===== src/design/lsb_pkg.sv =====
package lsb_pkg;

    // Register byte addresses
    localparam logic [7:0] LSB_OFF_CTRL     = 8'h00;
    localparam logic [7:0] LSB_OFF_STATUS   = 8'h04;
    localparam logic [7:0] LSB_OFF_BRK_TMR  = 8'h08;
    localparam logic [7:0] LSB_OFF_SYNC_TMR = 8'h0c;
    localparam logic [7:0] LSB_OFF_SYNC_CMP = 8'h10;
    localparam logic [7:0] LSB_OFF_CTRL2    = 8'h14;

    // Control register field positions
    localparam int LSB_CTRL_STOP_RISE = 7;
    localparam int LSB_CTRL_GATE      = 8;
    localparam int LSB_CTRL_TEST      = 9;
    localparam int LSB_CTRL_ERR_DIS   = 10;
    localparam int LSB_CTRL_CMP_DIS   = 11;
    localparam int LSB_CTRL_RISE_IE   = 12;
    localparam int LSB_CTRL_W         = 13;

    // Second sync control register field positions
    localparam int LSB_CTRL2_MODE_BSD = 0;
    localparam int LSB_CTRL2_CMP_EN   = 1;
    localparam int LSB_CTRL2_EDGE_LO  = 4;
    localparam int LSB_CTRL2_EDGE_HI  = 7;

    // Status register bit positions
    localparam int LSB_ST_BREAK    = 0;
    localparam int LSB_ST_BRK_CMP  = 1;
    localparam int LSB_ST_BRK_OVF  = 2;
    localparam int LSB_ST_SYNC_CMP = 3;
    localparam int LSB_ST_SYNC_END = 4;
    localparam int LSB_ST_W        = 5;

    // Widths and values after reset
    localparam int                     LSB_TMR_W      = 16;
    localparam logic [LSB_CTRL_W-1:0]  LSB_CTRL_RST   = 13'h0000;
    localparam logic [LSB_TMR_W-1:0]   LSB_CMP_RST    = 16'hffff;
    localparam logic [3:0]             LSB_EDGE_RST   = 4'h5;
    localparam int                     LSB_SYNC_STAGES = 2;

    typedef enum logic [1:0] {
        LSB_WAIT_BREAK = 2'b00,
        LSB_IN_BREAK   = 2'b01,
        LSB_IN_SYNC    = 2'b11,
        LSB_IN_DATA    = 2'b10
    } lsb_phase_t;

    typedef struct packed {
        logic [7:0]  addr;
        logic [31:0] wdata;
        logic        wr;
        logic        rd;
    } lsb_reg_req_t;

    typedef struct packed {
        logic xcvr_rxd;
        logic test_txd;
    } lsb_pin_in_t;

    typedef struct packed {
        logic [LSB_CTRL_W-1:0] ctrl;
        logic                  mode_bsd;
        logic                  cmp_en;
        logic [3:0]            edge_sel;
        logic [LSB_ST_W-1:0]   status;
        logic [LSB_TMR_W-1:0]  brk_cmp;
        logic [LSB_TMR_W-1:0]  sync_cmp;
        lsb_phase_t            phase;
        logic [3:0]            edge_cnt;
        logic                  rx_prev;
        logic                  xcvr_txd;
        logic                  test_rxd;
        logic                  uart_rxd;
        logic [31:0]           rdata;
    } lsb_state_t;

endpackage


===== src/design/lsb_sync_ctrl.sv =====
// Added by the designer: the address-and-strobe port and the register offsets.
`timescale 1ns/1ps
// Summary of operation
// - Bit 11 clear lets break compare interrupt
// - Bit 10 set masks break timer error interrupt
// - Test mode routes transceiver through test pins
// - Test mode clear links transceiver to UART
// - In LIN mode gate bit holds UART receive high until the sync field is done
// - Gate clear passes UART receive data through
// - Bus read mode: rising edge sets break status
// - Break timer runs falling to rising edge
// - Break timer interrupts on compare and overflow
// - Bus write mode: no rising edge break events
// - Write mode break timer stops on rising edge
// - Bit 7 stops sync timer on counted rising edge
// - Bit 12 polarity flips between bus modes
// - Mode bit one selects battery sensor bus
// - Enabled sync compare sets status bit 3
module lsb_sync_ctrl (
    input  wire logic                ref_clk,
    input  wire logic                resetn,
    input  wire lsb_pkg::lsb_reg_req_t reg_req,
    output logic              [31:0] reg_rdata,
    input  wire lsb_pkg::lsb_pin_in_t pin_in,
    input  wire logic                uart_txd,
    output logic                     uart_rxd,
    output logic                     xcvr_txd,
    output logic                     test_rxd,
    output logic                     irq
);
    localparam int TW = lsb_pkg::LSB_TMR_W;

    lsb_pkg::lsb_state_t st;
    lsb_pkg::lsb_state_t next_st;

    logic [1:0]    pins_sync;
    logic          bus_rx;
    logic          test_tx;
    logic          rise;
    logic          fall;
    logic [TW-1:0] brk_count;
    logic          brk_run;
    logic          brk_match;
    logic          brk_ovf;
    logic [TW-1:0] sync_count;
    logic          sync_run;
    logic          sync_match;
    logic          sync_start;
    logic          sync_stop;
    logic          sync_done;
    logic          stop_edge;
    logic          rise_ie;
    logic          break_evt;
    logic [lsb_pkg::LSB_ST_W-1:0] st_set;
    logic [lsb_pkg::LSB_ST_W-1:0] st_clr;
    logic [lsb_pkg::LSB_ST_W-1:0] irq_en;

    lsb_sync2 #(
        .W (lsb_pkg::LSB_SYNC_STAGES)
    ) u_pin_sync (
        .ref_clk  (ref_clk),
        .resetn   (resetn),
        .async_in ({pin_in.xcvr_rxd, pin_in.test_txd}),
        .sync_out (pins_sync)
    );

    assign bus_rx  = pins_sync[1];
    assign test_tx = pins_sync[0];
    assign rise    = bus_rx & ~st.rx_prev;
    assign fall    = ~bus_rx & st.rx_prev;

    // Break timer: starts on falling, stops on rising, in every mode
    lsb_timer #(
        .W (TW)
    ) u_brk_tmr (
        .ref_clk (ref_clk),
        .resetn  (resetn),
        .start   (fall),
        .stop    (rise),
        .cmp     (st.brk_cmp),
        .count   (brk_count),
        .running (brk_run),
        .match   (brk_match),
        .ovf     (brk_ovf)
    );

    // Sync timer: bus mode times each pulse, LIN mode times the sync field
    always_comb begin
        stop_edge = st.ctrl[lsb_pkg::LSB_CTRL_STOP_RISE] ? rise : fall;
        sync_done = (st.phase == lsb_pkg::LSB_IN_SYNC) && stop_edge
                    && ((st.edge_cnt + 4'h1) == st.edge_sel);
        if (st.mode_bsd) begin
            sync_start = fall;
            sync_stop  = rise;
        end else begin
            sync_start = (st.phase == lsb_pkg::LSB_IN_BREAK) && rise;
            sync_stop  = sync_done;
        end
    end

    lsb_timer #(
        .W (TW)
    ) u_sync_tmr (
        .ref_clk (ref_clk),
        .resetn  (resetn),
        .start   (sync_start),
        .stop    (sync_stop),
        .cmp     (st.sync_cmp),
        .count   (sync_count),
        .running (sync_run),
        .match   (sync_match),
        .ovf     ()
    );

    always_comb begin
        // Same bit, opposite sense in the two modes
        rise_ie = st.mode_bsd ? ~st.ctrl[lsb_pkg::LSB_CTRL_RISE_IE]
                              : st.ctrl[lsb_pkg::LSB_CTRL_RISE_IE];
        if (st.mode_bsd) begin
            break_evt = rise && st.ctrl[lsb_pkg::LSB_CTRL_GATE];
        end else begin
            break_evt = rise && (st.phase == lsb_pkg::LSB_IN_BREAK);
        end
        st_set = '0;
        st_set[lsb_pkg::LSB_ST_BREAK]    = break_evt;
        st_set[lsb_pkg::LSB_ST_BRK_CMP]  = brk_match;
        st_set[lsb_pkg::LSB_ST_BRK_OVF]  = brk_ovf;
        st_set[lsb_pkg::LSB_ST_SYNC_CMP] = sync_match && st.cmp_en;
        st_set[lsb_pkg::LSB_ST_SYNC_END] = sync_done;
        st_clr = '0;
        if (reg_req.wr && (reg_req.addr == lsb_pkg::LSB_OFF_STATUS)) begin
            st_clr = reg_req.wdata[lsb_pkg::LSB_ST_W-1:0];
        end
        // Masks act on the request line only; the flags still collect, except sync compare, which cmp_en also gates
        irq_en = '0;
        irq_en[lsb_pkg::LSB_ST_BREAK]    = rise_ie;
        irq_en[lsb_pkg::LSB_ST_BRK_CMP]  = ~st.ctrl[lsb_pkg::LSB_CTRL_CMP_DIS];
        irq_en[lsb_pkg::LSB_ST_BRK_OVF]  = ~st.ctrl[lsb_pkg::LSB_CTRL_ERR_DIS];
        irq_en[lsb_pkg::LSB_ST_SYNC_CMP] = st.cmp_en;
        irq_en[lsb_pkg::LSB_ST_SYNC_END] = 1'b0;
    end

    always_comb begin
        next_st         = st;
        next_st.rx_prev = bus_rx;
        next_st.rdata   = 32'h0000_0000;
        // Set wins over a clear in the same cycle
        next_st.status  = (st.status & ~st_clr) | st_set;

        // LIN frame tracking; a long low anywhere starts a new frame
        if (brk_match && !bus_rx) begin
            next_st.phase = lsb_pkg::LSB_IN_BREAK;
        end else begin
            case (st.phase)
                lsb_pkg::LSB_WAIT_BREAK: begin
                    next_st.phase = lsb_pkg::LSB_WAIT_BREAK;
                end
                lsb_pkg::LSB_IN_BREAK: begin
                    if (rise) begin
                        next_st.phase    = lsb_pkg::LSB_IN_SYNC;
                        next_st.edge_cnt = 4'h0;
                    end
                end
                lsb_pkg::LSB_IN_SYNC: begin
                    if (sync_done) begin
                        next_st.phase = lsb_pkg::LSB_IN_DATA;
                    end else if (stop_edge) begin
                        next_st.edge_cnt = st.edge_cnt + 4'h1;
                    end
                end
                lsb_pkg::LSB_IN_DATA: begin
                    next_st.phase = lsb_pkg::LSB_IN_DATA;
                end
                default: begin
                    next_st.phase = lsb_pkg::LSB_WAIT_BREAK;
                end
            endcase
        end

        // Transceiver and UART routing
        if (st.ctrl[lsb_pkg::LSB_CTRL_TEST]) begin
            next_st.xcvr_txd = test_tx;
            next_st.test_rxd = bus_rx;
            next_st.uart_rxd = 1'b1;
        end else begin
            next_st.xcvr_txd = uart_txd;
            next_st.test_rxd = 1'b1;
            // Keeps break and sync bytes out of the UART receive buffer
            if (!st.mode_bsd && st.ctrl[lsb_pkg::LSB_CTRL_GATE]
                && (st.phase != lsb_pkg::LSB_IN_DATA)) begin
                next_st.uart_rxd = 1'b1;
            end else begin
                next_st.uart_rxd = bus_rx;
            end
        end

        // Register writes
        if (reg_req.wr) begin
            if (reg_req.addr == lsb_pkg::LSB_OFF_CTRL) begin
                next_st.ctrl = reg_req.wdata[lsb_pkg::LSB_CTRL_W-1:0];
                next_st.ctrl[lsb_pkg::LSB_CTRL_STOP_RISE-1:0] = '0;
            end else if (reg_req.addr == lsb_pkg::LSB_OFF_BRK_TMR) begin
                next_st.brk_cmp = reg_req.wdata[TW-1:0];
            end else if (reg_req.addr == lsb_pkg::LSB_OFF_SYNC_CMP) begin
                next_st.sync_cmp = reg_req.wdata[TW-1:0];
            end else if (reg_req.addr == lsb_pkg::LSB_OFF_CTRL2) begin
                next_st.mode_bsd = reg_req.wdata[lsb_pkg::LSB_CTRL2_MODE_BSD];
                next_st.cmp_en   = reg_req.wdata[lsb_pkg::LSB_CTRL2_CMP_EN];
                next_st.edge_sel = reg_req.wdata[lsb_pkg::LSB_CTRL2_EDGE_HI:lsb_pkg::LSB_CTRL2_EDGE_LO];
            end
        end

        // Register reads: data only in the cycle after the strobe
        if (reg_req.rd) begin
            if (reg_req.addr == lsb_pkg::LSB_OFF_CTRL) begin
                next_st.rdata = {19'h00000, st.ctrl};
            end else if (reg_req.addr == lsb_pkg::LSB_OFF_STATUS) begin
                next_st.rdata = {27'h0000000, st.status};
            end else if (reg_req.addr == lsb_pkg::LSB_OFF_BRK_TMR) begin
                next_st.rdata = {16'h0000, brk_count};
            end else if (reg_req.addr == lsb_pkg::LSB_OFF_SYNC_TMR) begin
                next_st.rdata = {16'h0000, sync_count};
            end else if (reg_req.addr == lsb_pkg::LSB_OFF_SYNC_CMP) begin
                next_st.rdata = {16'h0000, st.sync_cmp};
            end else if (reg_req.addr == lsb_pkg::LSB_OFF_CTRL2) begin
                next_st.rdata = {24'h000000, st.edge_sel, 2'h0, st.cmp_en, st.mode_bsd};
            end else begin
                next_st.rdata = 32'h0000_0000;
            end
        end
    end

    always_ff @(posedge ref_clk) begin
        if (!resetn) begin
            st          <= '0;
            st.ctrl     <= lsb_pkg::LSB_CTRL_RST;
            st.brk_cmp  <= lsb_pkg::LSB_CMP_RST;
            st.sync_cmp <= lsb_pkg::LSB_CMP_RST;
            st.edge_sel <= lsb_pkg::LSB_EDGE_RST;
            st.phase    <= lsb_pkg::LSB_WAIT_BREAK;
            st.rx_prev  <= 1'b1;
            st.xcvr_txd <= 1'b1;
            st.test_rxd <= 1'b1;
            st.uart_rxd <= 1'b1;
        end else begin
            st <= next_st;
        end
    end

    assign reg_rdata = st.rdata;
    assign uart_rxd  = st.uart_rxd;
    assign xcvr_txd  = st.xcvr_txd;
    assign test_rxd  = st.test_rxd;
    assign irq       = |(st.status & irq_en);
endmodule


===== src/design/lsb_sync2.sv =====
`timescale 1ns/1ps
module lsb_sync2 #(
    parameter int W = 2
) (
    input  wire logic         ref_clk,
    input  wire logic         resetn,
    input  wire logic [W-1:0] async_in,
    output logic      [W-1:0] sync_out
);
    typedef struct packed {
        logic [W-1:0] meta;
        logic [W-1:0] stable;
    } lsb_sync_st_t;

    lsb_sync_st_t st;
    lsb_sync_st_t next_st;

    // Idle bus is recessive high, so reset to ones
    always_comb begin
        next_st.meta   = async_in;
        next_st.stable = st.meta;
    end

    always_ff @(posedge ref_clk) begin
        if (!resetn) begin
            st <= '1;
        end else begin
            st <= next_st;
        end
    end

    assign sync_out = st.stable;
endmodule


===== src/design/lsb_timer.sv =====
`timescale 1ns/1ps
module lsb_timer #(
    parameter int W = lsb_pkg::LSB_TMR_W
) (
    input  wire logic         ref_clk,
    input  wire logic         resetn,
    input  wire logic         start,
    input  wire logic         stop,
    input  wire logic [W-1:0] cmp,
    output logic      [W-1:0] count,
    output logic              running,
    output logic              match,
    output logic              ovf
);
    typedef struct packed {
        logic [W-1:0] cnt;
        logic         run;
        logic         match;
        logic         ovf;
    } lsb_tmr_st_t;

    lsb_tmr_st_t st;
    lsb_tmr_st_t next_st;

    always_comb begin
        next_st       = st;
        next_st.match = 1'b0;
        next_st.ovf   = 1'b0;
        if (start) begin
            next_st.cnt = '0;
            next_st.run = 1'b1;
        end else if (stop) begin
            next_st.run = 1'b0;
        end else if (st.run) begin
            // Saturate at full scale: overflow is reported once, count freezes
            if (&st.cnt) begin
                next_st.run = 1'b0;
                next_st.ovf = 1'b1;
            end else begin
                next_st.cnt   = st.cnt + 1'b1;
                next_st.match = ((st.cnt + 1'b1) == cmp);
            end
        end
    end

    always_ff @(posedge ref_clk) begin
        if (!resetn) begin
            st <= '0;
        end else begin
            st <= next_st;
        end
    end

    assign count   = st.cnt;
    assign running = st.run;
    assign match   = st.match;
    assign ovf     = st.ovf;
endmodule


===== config.mk =====
export PLATFORM = sky130hd
export DESIGN_NAME = lsb_sync_ctrl
export DESIGN_NICKNAME = d
export VERILOG_FILES = /design/src/design/lsb_pkg.sv /design/src/design/lsb_sync_ctrl.sv /design/src/design/lsb_sync2.sv /design/src/design/lsb_timer.sv
export SDC_FILE = /design/constraint.sdc
export NUM_CORES = 1
export LEC_CHECK = 0
export BUFFER_PORTS_ARGS = -buffer_cell sky130_fd_sc_hd__buf_2
export CAP_MARGIN = 40
export CORE_MARGIN = 5
export CORE_UTILIZATION = 55
export DETAILED_ROUTE_END_ITERATION = 16
export GPL_ROUTABILITY_DRIVEN = 0
export GPL_TIMING_DRIVEN = 1
export HOLD_SLACK_MARGIN = 0.15
export PLACE_DENSITY = 0.77
export SLEW_MARGIN = 30
export SYNTH_ARGS = -nofsm -noshare
export SYNTH_HDL_FRONTEND = slang
export SYNTH_SLANG_ARGS = --single-unit

===== constraint.sdc =====
create_clock -name ref_clk -period 7.75 [get_ports ref_clk]
set_clock_uncertainty 0.15 [all_clocks]
set_input_delay 0.3875 -clock ref_clk [delete_from_list [all_inputs] [get_ports ref_clk]]
set_output_delay 0.3875 -clock ref_clk [all_outputs]
set_load 0.005 [all_outputs]

# Word-level counts from Yosys, hierarchy flattened
# Index checks and enable logic that the tools add are counted.
# classes
addsub	3
n_eq_ne	18
muxes	35
bitwise_logic	24
reduce_logical	39
# ops
op	count
$mux W16	5
$mux W19	2
$add A16 B1 Y16 const B	2
$eq A16 B16 Y1	2
$reduce_and A16 Y1	2
$mux W13	2
$not A1 Y1	18
$mux W1	17
$eq A8 B4 Y1 const B	2
$eq A8 B5 Y1 const B	2
$reduce_or A5 Y1	3
$ne A2 B2 Y1 const B	5
$reduce_and A2 Y1	5
$reduce_and A5 Y1	2
$logic_and A1 B1 Y1	9
$reduce_and A3 Y1	3
$eq A8 B3 Y1 const B	1
$logic_not A8 Y1	1
$mux W4	2
$mux W8	1
$pmux W2 S4	1
$pmux W4 S2	1
$reduce_or A2 Y1	4
$reduce_or A4 Y1	2
20 further kinds	25
# word_totals
reg_bits	132
in_bits	47
out_inout_bits	36
wordCells	147

# Depth between registers and ports, before layout
# Gate-level depths: netlist (run 1).
# depth
word_depth	8
mapped_depth	9
ltp_nobuf	8

# Modules after synthesis
# From an unflattened synthesis (run 1), not the netlist that was laid out.
# unflattened
cells_unflattened	772
area_unflattened_um2	6407.4
# by_module_without_submodules
module	instances	cells_each	area_per_inst_um2	seq_area_each_um2
lsb_sync_ctrl	1	446	3644.7	1501.4
lsb_timer	2	159	1328.8	380.4
lsb_sync2	1	8	105.1	80.1

# Worst setup path after synthesis (run 1)
# No wires, ideal clock.
# synth_path
kind	register -> register
from	register u_brk_tmr.st, in the netlist u_brk_tmr.count[0]
to	register u_brk_tmr.st, in the netlist u_brk_tmr.match
setup_time_ns	0.088
arrival_time_ns	2.314
t_required_ns	7.512
slack_ns	5.198
path_stages_with_launch	8
n_path_buf	0
period_less_slack_ns	2.552
cell_sequence	dfxtp_1 > ha_1 > inv_2 > or3_1 > a2111oi_2 > o2111ai_1 > or4_1 > nor4_2
# synth_between
elab_chain_cells	2
word_cells_on_any_way	4
classes_between	1 x add/sub; 1 x eq/ne; 2 x reduce/logical
# synth_lines
item	line	source
from (decl)	lsb_timer.sv:22	lsb_tmr_st_t st;
from (signal assigned)	lsb_timer.sv:50	st <= next_st;
$add A16 B1 Y16 or $reduce_and A16 Y1 (tied branches)	lsb_timer.sv:41, lsb_timer.sv:36	
$eq A16 B16 Y1 or $reduce_or A5 Y1 (tied branches)	n/a	
# Several ways; a longest one is shown, not always the timed one.
# A chain may end at the register's enable or synchronous reset.

# Worst setup path after layout (run 1)
# layout_path
from	register st[35] in the netlist's numbering
to	register u_sync_tmr.st, in the netlist u_sync_tmr.running
# layout_between
elab_chain_cells	8
word_cells_on_any_way	11
classes_between	5 x mux; 3 x bitwise; 3 x reduce/logical
# layout_lines
item	line	source
from (decl)	lsb_sync_ctrl.sv:33	lsb_pkg::lsb_state_t st;
from (signal assigned)	lsb_sync_ctrl.sv:246	st <= next_st;
$not A1 Y1	lsb_sync_ctrl.sv:69	assign rise = bus_rx & ~st.rx_prev;
$and A1 B1 Y1	lsb_sync_ctrl.sv:69	
$mux W1	lsb_sync_ctrl.sv:89	stop_edge = st.ctrl[lsb_pkg::LSB_CTRL_STOP_RISE] ? rise : fall;
$logic_and A1 B1 Y1	lsb_sync_ctrl.sv:90	sync_done = (st.phase == lsb_pkg::LSB_IN_SYNC) && stop_edge
$logic_and A1 B1 Y1	lsb_sync_ctrl.sv:91	&& ((st.edge_cnt + 4'h1) == st.edge_sel);
$mux W1	lsb_sync_ctrl.sv:92	if (st.mode_bsd) begin
$mux W1	lsb_timer.sv:32	end else if (stop) begin
$mux W1 (*)	lsb_timer.sv:29	if (start) begin
to (signal assigned)	lsb_timer.sv:50	
to (decl)	lsb_timer.sv:22	
# Mark *: on every way between the ends. The rest lies on a longest branch, timed or not.

==> results.txt, run 1 <==
outcome: completed
unique cell type count in the Yosys netlist: 64
most common cell in the netlist: dfxtp_1
crit end category: flop
vias per std cell: 5.97
CTS buffer count: 17
multi-input logic area: 0.00333 mm²
FMAX: 346 MHz
IO buf count: 50
final instance area: 0.00697 mm²
crit path max-delay cell type: nand4_1
sequential fraction of the synthesis area: 38.4%
Vias: 5567
Worst EP arrival: 3.16 ns
nets: 831
area leader, netlist: dfxtp_1
H-tree depth: 4
Tmin final: 2.89 ns
max incr delay on CP: 0.63 ns
final hold vios: 0
Die W: 115 µm
Worst Hold Class: in2reg
CP max FO: 16
row count: 38
TritonCTS clock tree: done
Leak: 2.66 nW
Clock Sinks: 116
Final ANT Viol Nets: 0
Area Overhead vs Synth: 15.3%
setup TNS: 0 ns
Synth Register Bits: 116
Startpoint Class: flop
Yosys warning count: 0
Final Core Density: 64.6%
RSZ-0062 raised after global routing: false
DRT Pass-1 Iters: 5
gr usage total: 24.6%
Synth Cell Area: 0.00605 mm²
Power Total: 1.48 mW
vias in the first global route: 5239
slew margin rel.: 50.7%
number of synthesized flops with an enable pin: 0
initial antenna violation count: 0
Syn Inst Count: 749
diode count: 0
Post-Syn Area per Cell: 8.07 µm²
Initial Util: 56.0%
Buf/Inv on CP: 1
Remaining DRCs: 0
I/O Pins: 83
register area: 0.00232 mm²
HPWL Detailed: 11300 µm
Post-synth top cells: dfxtp_1, nand2_1, nor2_1
Clock Tree Root: clkbuf_8
critical path, cell by cell: inv_1, ha_1, mux2i_1, nor4_1, nand4_1, nand2_1, o311ai_0, and2_1
top_reg_cell synth: dfxtp_1
Worst-path clk slew: 0.06 ns
worst vdd ir: 0.134 mV
Worst EP required: 8.02 ns
max-cap viol count: 0
Slew @ Worst Pin: 0.737 ns
total die area: 0.0132 mm²
PD cells: 212 mW/mm²
worst-case clock buffer depth: 2
detailed-route wire length per cell: 17.2 µm
DR iter-0 viols: 553
Post-synth ARST share: 0%
final WL: 16000 µm
Die Ht: 115 µm
Synth top area share: 38.4%
Worst Setup Path Type: reg2reg
Fillers: 887
first-pass GRT wire length: 25800 µm
largest net degree at the start of global routing: 70
area of placed instances: 0.00615 mm²
core area: 0.0108 mm²
Crit path max-delay family: simple AND/OR/NAND/NOR gates
# setup viols final: 0
GRT overflow: 0
fin crit share: 37.3%
Clk Latency, worst-skew pair: 0.53 ns
top post-synthesis cells by area: dfxtp_1, nand2_1, xnor2_1
Max Slew Vio Count: 0
share of cells above drive strength 1: 12.4%
-- worst reg2reg max path, delay by kind of cell, from the launching register on --
family,cells,cell delay [ns]
adders and majority gates,1,0.29
AOI/OAI and AO/OA,1,0.17
buffers and inverters,1,0.05
muxes,1,0.16
DFF,1,0.31
and+or+nand+nor,4,1.66
-- worst paths after layout --
kind                         startpoint                endpoint  slack (ns)  cells after the start
setup / recovery                 st[35]      u_sync_tmr.running        4.86                      8
hold / removal               reg_req[0]            reg_rdata[4]        0.22                      3
setup reg to reg                 st[35]      u_sync_tmr.running        4.86                      8
hold reg to reg   u_pin_sync.next_st[1]  u_pin_sync.sync_out[1]        0.26                      1
-- stage by stage --
step,setup WS [ns],hold WS [ns],cells
after global routing,4.69,0.207,932
after floorplan,5.20,0.236,764
after global placement,4.89,0.240,879
after CTS,4.86,0.189,932
after detailed placement,4.87,0.256,880
final,4.86,0.215,932
-- kinds of logic (layout without fill, tap and decap cells) --
logic type / Yosys count / count (layout) / synth area share (%)
other: 1 / 16 / 0.0620
AND/OR/NAND/NOR: 343 / 343 / 27.1
XOR/XNOR: 78 / 78 / 11.3
adder cells (fa/ha/maj): 5 / 5 / 1.03
AO/OA/AOI/OAI: 98 / 98 / 11.2
flip-flops: 116 / 116 / 38.4
multiplexers: 18 / 18 / 3.00
buffers and inverters: 90 / 118 / 7.86
-- placed cells by master, fill, tap and decap left out, types with 4 or more instances in the layout --
cell type | synthesis | routed
a21boi_0 | 9 | 9
a21oi_1 | 19 | 19
a221oi_1 | 6 | 6
a22oi_1 | 15 | 15
a31oi_1 | 5 | 5
and2_1 | 4 | 4
and3_1 | 8 | 8
buf_2 | 4 | 51
buf_4 | 33 | 4
bufinv_16 | 0 | 4
clkbuf_16 | 0 | 16
clkbuf_8 | 0 | 4
conb_1 | 1 | 16
dfxtp_1 | 116 | 116
dlygate4sd3_1 | 0 | 20
ha_1 | 5 | 5
inv_1 | 10 | 10
mux2i_1 | 17 | 17
nand2_1 | 113 | 113
nand2b_1 | 11 | 11
nand3_1 | 61 | 61
nand3b_1 | 4 | 4
nand4_1 | 18 | 18
nor2_1 | 69 | 69
nor2b_1 | 11 | 11
nor3_1 | 18 | 18
o21ai_0 | 17 | 17
or3_1 | 5 | 5
xnor2_1 | 39 | 39
xor2_1 | 39 | 39
-- cell type report --
cell class                 instances  share of cell area (%)
tap                              140                    2.51
inverter                          11                   0.592
timing repair buffer              75                    6.97
sequential                       116                    33.3
multi-input combinational        558                    47.8
clock buffer                      23                    6.70
clock inverter                     9                    2.15
-- state kept, by name, indices dropped and copies added, names as in the netlist, 2 cells and up --
name / count
u_pin_sync.sync_out: 2
st: 55
u_pin_sync.next_st: 2
u_sync_tmr.count: 16
reg_rdata: 16
u_brk_tmr.count: 16
-- what timing repair did --
action                                  in CTS  in global routing
resized for setup                            0                  0
setup buffers                                0                  0
hold endpoints to repair                    52                  0
endpoints found under the setup margin       0                  0
hold buffers                                20                  0
-- power by group --
part           total, mW  switching [mW]  leakage (nW)  internal [mW]
Clock              0.821           0.275         0.298          0.546
Sequential         0.601         0.00193         0.937          0.599
Combinational     0.0551          0.0331          1.43         0.0221
-- per-layer routing --
layer	GRT usage, %	vias to the layer above	routed length [µm]
li1	-	2585	-
met1	32.2	2645	6770
met2	39.8	297	7260
met3	5.58	40	1540
met4	9.31	0	413
met5	0	-	0
No activity file was read; power rests on OpenSTA's default activity.
==> run 2: changes to the inputs <==
Clock period 7.75 ns to 2.7 ns, I/O delays scaled along.
==> results.txt, run 2 (same netlist as run 1, synthesis figures left out) <==
Initial Util: 56.0% (unchanged)
total die area: 0.0132 mm² (unchanged)
vias per std cell: 5.92 (-0.83%)
Top Usage Layer GRT: met2
most frequent cells in the layout: dfxtp_1, nand2_1, nor2_1
PD cells: 576 mW/mm² (+170%)
IO buf count: 50 (unchanged)
TritonCTS clock tree: done
final hold vios: 0 (unchanged)
Fillers: 854 (-3.7%)
# setup viols final: 0 (unchanged)
fin cells: 958 (+2.8%)
sequential share of power: 41.8% (+1.1 points)
Final Core Density: 66.5% (+1.9 points)
slew margin rel.: 56.7% (+6.0 points)
crit end category: flop
Clk Latency, worst-skew pair: 0.53 ns (about the same)
RSZ-0062 raised after global routing: false
core area: 0.0108 mm² (unchanged)
initial antenna violation count: 1 (+1)
Buf/Inv on CP: 1 (unchanged)
GR Util met3: 7.53% (+1.9 points)
met1 Use GR: 31.8% (-0.42 points)
CP max FO: 5 (-11)
diode count: 0 (unchanged)
final instance area: 0.00718 mm² (+3.0%)
setup TNS: 0 ns (unchanged)
Worst Setup Path Type: reg2reg
nets: 857 (+3.1%)
Biggest register: st
crit path max-delay cell type: or4_1
Placed Cells: 898 (+2.0%)
DRT Pass-1 Iters: 5 (unchanged)
I/O Pins: 83 (unchanged)
Worst Hold Class: in2reg
Area Overhead vs Synth: 18.7%
Worst-path clk slew: 0.06 ns (about the same)
first-pass GRT wire length: 26900 µm (+4.5%)
worst-case clock buffer depth: 2 (unchanged)
fin crit share: 94.3% (+57 points)
Vias: 5675 (+1.9%)
Setup WS pre-CTS: 0.0516 ns (-4.82 ns)
Worst EP required: 2.98 ns (-5.04 ns)
worst vdd ir: 0.388 mV (+190%)
Clock Tree Root: clkbuf_8
gr usage total: 25.8% (+1.2 points)
Clk pwr share: 53.9% (-1.7 points)
Crit path max-delay family: simple AND/OR/NAND/NOR gates
PnR worst setup slack: 0.154 ns (-4.71 ns)
Leak: 2.76 nW (+3.6%)
max-cap viol count: 0 (unchanged)
largest net degree at the start of global routing: 38 (-46%)
critical path, cell by cell: ha_4, inv_2, or3_1, a2111oi_4, o2111ai_1, or4_1, nor4_2
Largest register FFs: 55 (unchanged)
outcome: completed
Die Ht: 115 µm (unchanged)
net switching power: 0.911 mW (+190%)
vias in the first global route: 5537 (+5.7%)
Clock Sinks: 116 (unchanged)
Remaining DRCs: 0 (unchanged)
HPWL Detailed: 11900 µm (+5.4%)
FMAX: 393 MHz (+14%)
commonest non-fill, non-tap cell in the layout: dfxtp_1
CTS buffer count: 17 (unchanged)
register area: 0.00232 mm² (unchanged)
max incr delay on CP: 0.56 ns (-0.07 ns)
area of placed instances: 0.00628 mm² (+2.1%)
H-tree depth: 4 (unchanged)
Final ANT Viol Nets: 0 (unchanged)
Die W: 115 µm (unchanged)
multi-input logic area: 0.00334 mm² (+0.45%)
M2 GR Usage: 42.2% (+2.4 points)
Cell Int Power: 3.22 mW (+180%)
Startpoint Class: flop
DR iter-0 viols: 595 (+7.6%)
share of cells above drive strength 1: 14.5% (+2.2 points)
Worst EP arrival: 2.83 ns (-0.33 ns)
final WL: 16800 µm (+4.8%)
row count: 38 (unchanged)
post-CTS setup buffers: 0 (unchanged)
Tmin final: 2.55 ns (-0.344 ns)
detailed-route wire length per cell: 17.5 µm (+2.0%)
Sw Ratio: 22.1% (+1.1 points)
GRT overflow: 0 (unchanged)
Combinational Power Share: 4.3% (+0.6 points)
Max Slew Vio Count: 0 (unchanged)
Slew @ Worst Pin: 0.647 ns (-0.0893 ns)
[run 2: changes by cell type in the layout (fill, tap and decap cells not counted), sizes merged]
cell         previous run  this run
clkinvlp                2         6
buf                    55        73
dlygate4sd3            20        28
clkbuf                 23        19
clkinv                  3         4
bufinv                  4         3
[run 2: cell type report]
cell class | instances | share of cell area [%]
clock buffer | 19 | 6.02
multi-input combinational | 558 | 46.6
tap | 140 | 2.44
timing repair buffer | 101 | 9.80
sequential | 116 | 32.4
inverter | 11 | 0.575
clock inverter | 13 | 2.21
[run 2: metal layers]
metal	part of all wire, %	up-vias
li1	-	2637
met1	40	2636
met2	46	337
met3	10	63
met4	3.0	2
met5	0.095	-
[run 2: per-stage QoR]
stage,power [mW],hold slack [ns]
3_5_place_dp,1.90,0.186
4_1_cts,4.14,0.179
3_3_place_gp,1.90,0.167
2_1_floorplan,1.85,0.0865
6_report,4.13,0.201
5_1_grt,4.26,0.223
[run 2: repair_timing]
| action | CTS | global route |
|---|---|---|
| endpoints found under the hold margin | 77 | 0 |
| gates resized for setup | 0 | 3 |
| hold buffers | 28 | 0 |
| setup endpoints to repair | 0 | 1 |
[run 2: worst reg2reg max path, cell delays in order (launching register included)]
cell	delay, ns
dfxtp_1	0.38
ha_4	0.17
inv_2	0.05
or3_1	0.39
a2111oi_4	0.36
o2111ai_1	0.14
or4_1	0.56
nor4_2	0.26
[run 2: path summary, 6_finish.rpt]
path	start	to	slack, ns	depth (start not counted)
worst max-delay path	u_brk_tmr.count[0]	u_brk_tmr.match	0.15	7
worst min-delay path	pin_in[1]	u_pin_sync.next_st[1]	0.20	3
worst max register to register	u_brk_tmr.count[0]	u_brk_tmr.match	0.15	7
worst min register to register	u_pin_sync.next_st[1]	u_pin_sync.sync_out[1]	0.26	1
[run 2: power by group through the flow]
stage | registers [mW] | clock network, mW | logic [mW]
final | 1.72 | 2.23 | 0.180
after global routing | 1.72 | 2.34 | 0.193
after CTS | 1.72 | 2.24 | 0.172
after detailed placement | 1.76 | 0 | 0.141
after global placement | 1.76 | 0 | 0.139
after floorplan | 1.76 | 0 | 0.0929
